## config.mk

```make
export PLATFORM = sky130hd
export DESIGN_NAME = cmfe_top
export DESIGN_NICKNAME = d
export VERILOG_FILES = /design/src/cmfe_pkg.sv /design/src/cmfe_stream_if.sv /design/src/cmfe_fifo.sv /design/src/cmfe_top.sv
export SDC_FILE = /design/constraint.sdc
export NUM_CORES = 2
export LEC_CHECK = 0
export ABC_AREA = 1
export BUFFER_PORTS_ARGS = -buffer_cell sky130_fd_sc_hd__buf_2
export CORE_ASPECT_RATIO = 2
export CORE_MARGIN = 3
export CORE_UTILIZATION = 40
export CTS_BUF_LIST = sky130_fd_sc_hd__clkbuf_4 sky130_fd_sc_hd__clkbuf_8 sky130_fd_sc_hd__clkbuf_16
export CTS_CLUSTER_SIZE = 28
export DETAILED_ROUTE_END_ITERATION = 8
export PLACE_DENSITY = 0.51
export SETUP_SLACK_MARGIN = 0.15
export SLEW_MARGIN = 25
export SYNTH_ARGS = -nofsm -noshare
export SYNTH_HDL_FRONTEND = slang
export SYNTH_SLANG_ARGS = --single-unit
```

## constraint.sdc

```tcl
create_clock -name mclk -period 8.57 [get_ports mclk]
set_input_delay 0.857 -clock mclk [delete_from_list [all_inputs] [get_ports mclk]]
set_output_delay 0.857 -clock mclk [all_outputs]
set_load 0.01 [all_outputs]
```

## src/cmfe_pkg.sv

```systemverilog
// constants shared by the carrier mixer front end
package cmfe_pkg;
  localparam int SMP_W = 10;
  localparam int LO_W = 8;
  localparam int MIX_W = 19;
  localparam int GAIN_W = 8;
  localparam int GAIN_FRAC = 7;
  localparam int OUT_W = 21;
  localparam int ACC_W = 32;
  localparam int OFS_W = 32;
  localparam int PIN_W = 26;
  localparam int FIFO_DEPTH = 4;
  // tuning step at the reference rate
  localparam real REF_CLK_MHZ = 52.0;
  localparam real STEP_HZ = 0.012;
  localparam real STEPS_PER_CYCLE = REF_CLK_MHZ * 1.0E6 / STEP_HZ;
  localparam logic [4:0] SHIFT_LAST = 5'h1F;
  // register offsets
  localparam logic [7:0] ADDR_CTRL = 8'h00;
  localparam logic [7:0] ADDR_FREQ_HOLD = 8'h04;
  localparam logic [7:0] ADDR_FREQ = 8'h08;
  localparam logic [7:0] ADDR_OFFSET = 8'h0C;
  localparam logic [7:0] ADDR_GAIN = 8'h10;
  localparam logic [7:0] ADDR_STATUS = 8'h14;
  // field positions
  localparam int CTRL_OFFBIN = 0;
  localparam int CTRL_COMPLEX = 1;
  localparam int STAT_SHIFTING = 0;
  localparam int STAT_FULL = 1;
  localparam int STAT_DROP_LO = 16;
  // values after reset, and the drop count limit
  localparam logic [1:0] CTRL_RST = 2'h0;
  localparam logic [31:0] FREQ_RST = 32'h0000_0000;
  localparam logic [GAIN_W-1:0] GAIN_RST = 8'h80;
  localparam logic [15:0] DROP_MAX = 16'hFFFF;
  // accept pin sits at bit 5 of the pin word and idles high
  localparam logic [PIN_W-1:0] PIN_RST = 26'h0000020;
  // quarter wave, amplitude 127, half-step phase offset
  localparam logic [6:0] QSIN [8] = '{7'h0C, 7'h25, 7'h3C, 7'h51,
                                      7'h62, 7'h70, 7'h7A, 7'h7E};
  typedef enum logic {SH_IDLE, SH_RUN} cmfe_shift_e;
endpackage

```

## src/cmfe_stream_if.sv

```systemverilog
// valid/ready stream between front end and its fifo
`timescale 1ns/1ps
interface cmfe_stream_if #(parameter int W = 8);
  logic valid;
  logic ready;
  logic [W-1:0] data;
  modport src (output valid, output data, input ready);
  modport snk (input valid, input data, output ready);
endinterface

```

## src/cmfe_fifo.sv

```systemverilog
// small synchronous fifo with valid/ready on both sides
`timescale 1ns/1ps
module cmfe_fifo #(
  parameter int W = 8,
  parameter int DEPTH = 4
) (
  // clock and reset
  input wire logic mclk,
  input wire logic rst_n,
  // streams
  cmfe_stream_if.snk inp,
  cmfe_stream_if.src outp
);
  localparam int AW = $clog2(DEPTH);

  logic [W-1:0] mem_q [DEPTH];
  logic [AW-1:0] wrPtr_q;
  logic [AW-1:0] rdPtr_q;
  logic [AW:0] count_q;
  wire push = inp.valid && inp.ready;
  wire pop = outp.valid && outp.ready;

  assign inp.ready = count_q != (AW+1)'(DEPTH);
  assign outp.valid = count_q != '0;
  assign outp.data = mem_q[rdPtr_q];

  always_ff @(posedge mclk or negedge rst_n) begin
    if (!rst_n) begin
      wrPtr_q <= '0;
      rdPtr_q <= '0;
      count_q <= '0;
    end else begin
      if (push) wrPtr_q <= (wrPtr_q == AW'(DEPTH - 1)) ? '0 : wrPtr_q + 1'b1;
      if (pop) rdPtr_q <= (rdPtr_q == AW'(DEPTH - 1)) ? '0 : rdPtr_q + 1'b1;
      count_q <= count_q + (AW+1)'(push) - (AW+1)'(pop);
    end
  end

  always_ff @(posedge mclk) begin
    if (push) mem_q[wrPtr_q] <= inp.data;
  end
endmodule

```

## src/cmfe_top.sv

```systemverilog
// carrier mixer front end: capture, carrier nco, mixer, gain, fifo
// Contract
// - samples enter pipeline on rising edge only while accept input is low
// - software picks two's complement or offset binary sample format
// - real mode uses in-phase only; complex mode uses both inputs
// - carrier phase rotated 0/90/180/270 degrees by two select pins
// - load pin high on an edge copies holding register to frequency
// - offset word shifted in msb first, one bit per clock after sync
// - complex multiply with quadrature carrier moves channel to dc
// - phase accumulator wide enough for about 0.012 Hz step at 52 MHz
// - gain correction applied to both mixer products before output
//
// Local design decisions: the plain strobed port and the placing of the registers.
`timescale 1ns/1ps
module cmfe_top (
  // clock and reset
  input wire logic mclk,
  input wire logic rst_n,
  // register port
  input wire logic [7:0] regAddr,
  input wire logic [31:0] regWdata,
  input wire logic regWr,
  input wire logic regRd,
  output logic [31:0] regRdata,
  // sample and control pins
  input wire logic [cmfe_pkg::SMP_W-1:0] inphaseSampleIn,
  input wire logic [cmfe_pkg::SMP_W-1:0] quadratureSampleIn,
  input wire logic sampleAcceptN,
  input wire logic [1:0] carrierPhaseSel,
  input wire logic carrierFreqLoad,
  input wire logic carrierOffsetSerial,
  input wire logic carrierOffsetSync,
  // mixed output stream
  output logic [cmfe_pkg::OUT_W-1:0] outIData,
  output logic [cmfe_pkg::OUT_W-1:0] outQData,
  output logic outValid,
  input wire logic outReady
);
  import cmfe_pkg::*;

  // every pin passes the same two stages, so sync and serial stay aligned
  logic [PIN_W-1:0] pinMeta_q;
  logic [PIN_W-1:0] pinSync_q;
  always_ff @(posedge mclk or negedge rst_n) begin
    if (!rst_n) begin
      // idle pin levels, so no false capture follows reset
      pinMeta_q <= PIN_RST;
      pinSync_q <= PIN_RST;
    end else begin
      pinMeta_q <= {inphaseSampleIn, quadratureSampleIn, sampleAcceptN,
                    carrierPhaseSel, carrierFreqLoad, carrierOffsetSerial,
                    carrierOffsetSync};
      pinSync_q <= pinMeta_q;
    end
  end
  wire [SMP_W-1:0] iS = pinSync_q[25:16];
  wire [SMP_W-1:0] qS = pinSync_q[15:6];
  wire accNS = pinSync_q[5];
  wire [1:0] phSelS = pinSync_q[4:3];
  wire cfldS = pinSync_q[2];
  wire serS = pinSync_q[1];
  wire syncS = pinSync_q[0];

  // register file
  logic [1:0] ctrl_q;
  logic [ACC_W-1:0] freqHold_q;
  logic [ACC_W-1:0] freq_q;
  logic [OFS_W-1:0] offset_q;
  logic [GAIN_W-1:0] gain_q;
  logic [15:0] drops_q;
  logic [15:0] drops_d;
  logic [31:0] rdMux;
  wire offBin = ctrl_q[CTRL_OFFBIN];
  wire cplx = ctrl_q[CTRL_COMPLEX];
  wire wrCtrl = regWr && regAddr == ADDR_CTRL;
  wire wrHold = regWr && regAddr == ADDR_FREQ_HOLD;
  wire wrGain = regWr && regAddr == ADDR_GAIN;
  wire wrStat = regWr && regAddr == ADDR_STATUS;

  // serial offset receiver
  cmfe_shift_e shSt_q;
  logic [4:0] shCnt_q;
  logic [OFS_W-1:0] shReg_q;
  wire shStart = shSt_q == SH_IDLE && syncS;
  wire shDone = shSt_q == SH_RUN && shCnt_q == SHIFT_LAST;
  wire [OFS_W-1:0] shNext = {shReg_q[OFS_W-2:0], serS};

  // pipeline, frozen while the fifo is full and the gain stage holds a word
  logic run;
  logic capV_q;
  logic signed [SMP_W-1:0] capI_q;
  logic signed [SMP_W-1:0] capQ_q;
  logic mixV_q;
  logic signed [MIX_W-1:0] mixI_q;
  logic signed [MIX_W-1:0] mixQ_q;
  logic gV_q;
  logic signed [OUT_W-1:0] gI_q;
  logic signed [OUT_W-1:0] gQ_q;
  logic [ACC_W-1:0] phAcc_q;
  wire capture = run && !accNS;
  wire dropped = !run && !accNS;

  wire [SMP_W-1:0] iFmt = offBin ? {~iS[SMP_W-1], iS[SMP_W-2:0]} : iS;
  wire [SMP_W-1:0] qFmt = offBin ? {~qS[SMP_W-1], qS[SMP_W-2:0]} : qS;
  wire [ACC_W-1:0] phStep = freq_q + offset_q;

  always_ff @(posedge mclk or negedge rst_n) begin
    if (!rst_n) begin
      ctrl_q <= CTRL_RST;
      freqHold_q <= FREQ_RST;
      gain_q <= GAIN_RST;
    end else begin
      if (wrCtrl) ctrl_q <= regWdata[1:0];
      if (wrHold) freqHold_q <= regWdata;
      if (wrGain) gain_q <= regWdata[GAIN_W-1:0];
    end
  end

  always_ff @(posedge mclk or negedge rst_n) begin
    if (!rst_n) begin
      freq_q <= FREQ_RST;
    end else if (cfldS) begin
      freq_q <= freqHold_q;
    end
  end

  // a drop in the same cycle as the clear is still counted
  always_comb begin
    drops_d = wrStat ? '0 : drops_q;
    if (dropped && drops_d != DROP_MAX) drops_d = drops_d + 16'h0001;
  end

  always_ff @(posedge mclk or negedge rst_n) begin
    if (!rst_n) begin
      drops_q <= '0;
    end else begin
      drops_q <= drops_d;
    end
  end

  always_ff @(posedge mclk or negedge rst_n) begin
    if (!rst_n) begin
      shSt_q <= SH_IDLE;
      shCnt_q <= '0;
      shReg_q <= '0;
      offset_q <= '0;
    end else begin
      case (shSt_q)
        SH_IDLE: begin
          shCnt_q <= '0;
          if (syncS) shSt_q <= SH_RUN;
        end
        SH_RUN: begin
          shReg_q <= shNext;
          shCnt_q <= shCnt_q + 5'h01;
          if (shDone) begin
            offset_q <= shNext;
            shSt_q <= SH_IDLE;
          end
        end
        default: shSt_q <= SH_IDLE;
      endcase
    end
  end

  // carrier nco advances once per accepted sample
  always_ff @(posedge mclk or negedge rst_n) begin
    if (!rst_n) begin
      phAcc_q <= '0;
    end else if (capture) begin
      phAcc_q <= phAcc_q + phStep;
    end
  end

  // sine of a 5-bit phase: quadrant plus 3-bit index into the quarter-wave table
  function automatic logic signed [LO_W-1:0] loAmp(input logic [4:0] ph);
    logic [6:0] mag;
    mag = ph[3] ? QSIN[3'h7 - ph[2:0]] : QSIN[ph[2:0]];
    loAmp = ph[4] ? -$signed({1'b0, mag}) : $signed({1'b0, mag});
  endfunction

  wire [1:0] loQuad = phAcc_q[ACC_W-1:ACC_W-2] + phSelS;
  wire [4:0] sinPh = {loQuad, phAcc_q[ACC_W-3:ACC_W-5]};
  wire [4:0] cosPh = {loQuad + 2'h1, phAcc_q[ACC_W-3:ACC_W-5]};
  wire signed [LO_W-1:0] sinV = loAmp(sinPh);
  wire signed [LO_W-1:0] cosV = loAmp(cosPh);

  // multiply by the conjugate carrier to move the channel to dc
  wire signed [MIX_W-1:0] mixI_d = capI_q * cosV + capQ_q * sinV;
  wire signed [MIX_W-1:0] mixQ_d = capQ_q * cosV - capI_q * sinV;
  wire signed [GAIN_W:0] gainS = $signed({1'b0, gain_q});
  wire signed [MIX_W+GAIN_W:0] prodI = mixI_q * gainS;
  wire signed [MIX_W+GAIN_W:0] prodQ = mixQ_q * gainS;

  always_ff @(posedge mclk or negedge rst_n) begin
    if (!rst_n) begin
      capV_q <= 1'b0;
      mixV_q <= 1'b0;
      gV_q <= 1'b0;
    end else if (run) begin
      capV_q <= !accNS;
      mixV_q <= capV_q;
      gV_q <= mixV_q;
    end
  end

  always_ff @(posedge mclk) begin
    if (capture) begin
      capI_q <= iFmt;
      capQ_q <= cplx ? qFmt : '0;
    end
    if (run) begin
      mixI_q <= mixI_d;
      mixQ_q <= mixQ_d;
      gI_q <= prodI[MIX_W+GAIN_W:GAIN_FRAC];
      gQ_q <= prodQ[MIX_W+GAIN_W:GAIN_FRAC];
    end
  end

  // output fifo; a full fifo stalls the whole pipeline once the gain stage holds a word
  cmfe_stream_if #(.W(2*OUT_W)) fin();
  cmfe_stream_if #(.W(2*OUT_W)) fout();
  assign fin.valid = gV_q;
  assign fin.data = {gI_q, gQ_q};
  assign run = fin.ready || !gV_q;
  assign fout.ready = outReady;
  assign outValid = fout.valid;
  assign outIData = fout.data[2*OUT_W-1:OUT_W];
  assign outQData = fout.data[OUT_W-1:0];

  cmfe_fifo #(.W(2*OUT_W), .DEPTH(FIFO_DEPTH)) uFifo (
    .mclk(mclk),
    .rst_n(rst_n),
    .inp(fin),
    .outp(fout)
  );

  // register read path
  always_comb begin
    case (regAddr)
      ADDR_CTRL: rdMux = {30'h0, ctrl_q};
      ADDR_FREQ_HOLD: rdMux = freqHold_q;
      ADDR_FREQ: rdMux = freq_q;
      ADDR_OFFSET: rdMux = offset_q;
      ADDR_GAIN: rdMux = {24'h0, gain_q};
      ADDR_STATUS: rdMux = {drops_q, 14'h0, !fin.ready, shSt_q == SH_RUN};
      default: rdMux = 32'h0;
    endcase
  end

  always_ff @(posedge mclk or negedge rst_n) begin
    if (!rst_n) begin
      regRdata <= '0;
    end else begin
      regRdata <= regRd ? rdMux : 32'h0;
    end
  end
endmodule

```

==> results.py <==
metrics = {
    "status": {
        "status": "finished clean",
    },
    "setup_path": {
        "crit_fanout": 18,
        "required_ns": 9.01,
        "rr_startpoint": "phAcc_q[30]$_DFFE_PN0P_",
        "slowest_delay_ns": 0.57,
        "cp-start-kind": "flip-flop",
        "crit_type": "flip-flop to flip-flop",
        "crit_slowest_cell": "fa_1",
        "cp.arrival_ns": 8.26,
        "crit_path_start": "phAcc_q[30]$_DFFE_PN0P_",
        "endpoint_kind": "flip-flop",
    },
    "layout": {
        "nNetsFinal": 6192,
        "syn2layout_area_growth_pct": 8.62,
        "fin_cells": 6809,
        "fin_area_sq_um": 51400,
        "drive_gt1_frac": 0.0770,
    },
    "drt": {
        "drt_wl_total_um": 126000,
        "vias_per_cell": 4.95,
        "first_iter_violations": 1627,
        "drc_errors": 0,
        "postRouteAntennaNets": 0,
        "first_pass_iters": 5,
        "wire_per_inst_um": 18.6,
        "via_count": 33700,
    },
    "synth": {
        "yosysTopAreaCellShare": 0.256,
        "synth_xor_area_frac": 0.0231,
        "synthMuxAreaShare": 0.0105,
        "synth_top_family_by_area": "adder cells",
        "synth_common_cells": "inv_1, nand2_1, fa_1",
        "yosysMostFrequentCell": "inv_1",
        "synth_top_cell_by_area": "fa_1",
        "yosys.area_share.adder": 0.329,
        "synthCells": 5177,
        "yosys-top-cells-area": "fa_1, edfxtp_1, dfrtp_1",
        "ys_dominant_reg_cell": "dfrtp_1",
        "synthArstFlopShare": 0.515,
        "synth_compound_area_frac": 0.0651,
        "synth_simple_gate_area_frac": 0.144,
        "syn-cell-area_sq_um": 47400,
        "ys_seq_area_frac": 0.321,
        "synth_edf_count": 268,
        "synth-seq-cells": 553,
        "synth_area_per_cell_sq_um": 9.15,
        "synth_warnings": 0,
        "syn_nets": 6128,
        "yosys.cell_types.count": 61,
    },
    "clock_network": {
        "cts_sinks": 553,
        "cts_tree": "yes",
        "numCtsBuffers": 54,
        "cts-resized-gates": 0,
        "clockBufferDepth": 3,
        "cts_setup_buffers": 0,
        "cts_hold_buf": 0,
        "clk_latency_ns": 0.69,
        "ctsRootBufferMaster": "clkbuf_16",
        "htreeDepth": 2,
        "clk_pin_slew_ns": 0.06,
    },
    "floorplanning": {
        "core_area_sq_um": 117000,
        "rows": 177,
        "die_w_um": 249,
        "design.die.area_sq_um": 123000,
        "dieHeight_um": 493,
        "start_util": 0.405,
        "ioPinCount": 146,
    },
    "global_routing": {
        "grt_use_total": 0.210,
        "grt_max_degree": 88,
        "grt_remaining_overflow": 0,
        "grt_pass1_wl_um": 202000,
        "grt_pass1_vias": 36800,
        "antenna_found_initial": 2,
    },
    "placement": {
        "post-place-ws_ns": 0.771,
        "dp.cells": 6706,
        "place_area_sq_um": 49500,
        "dp_hpwl_um": 101000,
        "place_congestion": 0.918,
        "io_buffers": 145,
    },
    "timing": {
        "skew_ns": 0.0779,
        "rsz0062_at_grt": "no",
        "slew_headroom": 0.306,
        "fin_crit_sh": 0.912,
        "setup_tns_ns": 0,
        "timing.fmax_mhz": 128,
        "tightest_slew_ns": 1.04,
        "hold_viol": 0,
        "drv_slew": 0,
        "fin_crit_ns": 7.81,
        "fin_ws_ns": 0.758,
        "setup_viol": 0,
    },
    "job": {
        "cap_violations": 0,
    },
    "min_path": {
        "min_path_type": "input pin to asynchronous set/reset pin",
    },
}
[final timing paths]
path                       cells past startpoint                 endpoint  slack [ns]
max                                           28     mixQ_q[18]$_DFFE_PP_        0.76
min                                            1   pinMeta_q[0]$_DFF_PN0_        0.15
max reg2reg                                   28     mixQ_q[18]$_DFFE_PP_        0.76
min reg2reg                                    0  pinSync_q[18]$_DFF_PN0_        0.34
max in group asynchronous                      2  pinMeta_q[19]$_DFF_PN0_        7.03
min in group mclk                              1   pinMeta_q[5]$_DFF_PN1_        0.26
[routing by layer]
metal	vias up	global-route usage	wire length, um
met1	16900	0.223	45200
met2	679	0.416	71100
met4	0	0.0933	6210
met5	-	0	0
met3	256	0.0166	3880
li1	15900	-	-
[critical path: cells and delay by family, from the launching register on]
kind	cells	cell delay, ns
adders and majority gates	9	4.06
and+or+nand+nor	9	1.70
buffers and inverters	8	1.01
DFF	1	0.42
AOI/OAI and AO/OA	2	0.37
[area by class of cell]
cell class              count  area (sq um)
inverters                1140          4290
clock buffers              67          1470
diodes                      2          5.00
multi-input cells        3307         27100
well taps                1521          1900
clock inverters            34           412
repair buffers            185          1040
flip-flops and latches    553         15200
fillers                 11600         65500
[logic make-up after synthesis]
logic type                 count (synthesis)
and+or+nand+nor                         1708
buffers and inverters                   1317
adders and majority gates                880
DFF                                      553
AOI/OAI and AO/OA                        550
xor gates and xnor gates                 125
muxes                                     44
[sequential cells by signal, indices dropped and copies added (netlist names), 8 cells and up]
name and count:
uFifo.mem_q 168, freqHold_q 32, freq_q 32, offset_q 32
phAcc_q 32, regRdata 32, shReg_q 31, pinMeta_q 26
pinSync_q 26, gI_q 21, gQ_q 21, mixI_q 19
mixQ_q 19, drops_q 16, capI_q 10, capQ_q 10
gain_q 8
[cells in the final DEF, fill, tap and decap left out, types with 13 or more instances in the layout]
cell type	instances
xor2_1	80
inv_1	1112
nor3_1	13
o22ai_1	43
inv_2	13
dfrtp_1	279
edfxtp_1	268
nor2_2	14
clkbuf_16	54
buf_2	144
nand2_1	1061
clkinv_1	17
nand3_1	107
nand2_2	19
fa_1	606
mux2_2	44
o21ai_0	266
ha_1	274
o21bai_1	13
a41oi_1	19
xnor2_1	45
a21o_1	13
nor2_1	432
a21oi_1	136
buf_4	38
nand4_1	20
[metrics by stage]
step                      hold WS (ns)   util
final                            0.152  0.440
after global routing             0.181  0.440
after CTS                        0.132  0.440
after detailed placement         0.336  0.424
after global placement           0.336  0.424
after floorplan                  0.331      -
Power is not shown: default switching activity piles up to over one toggle a cycle in this logic, so the estimate is an artifact.
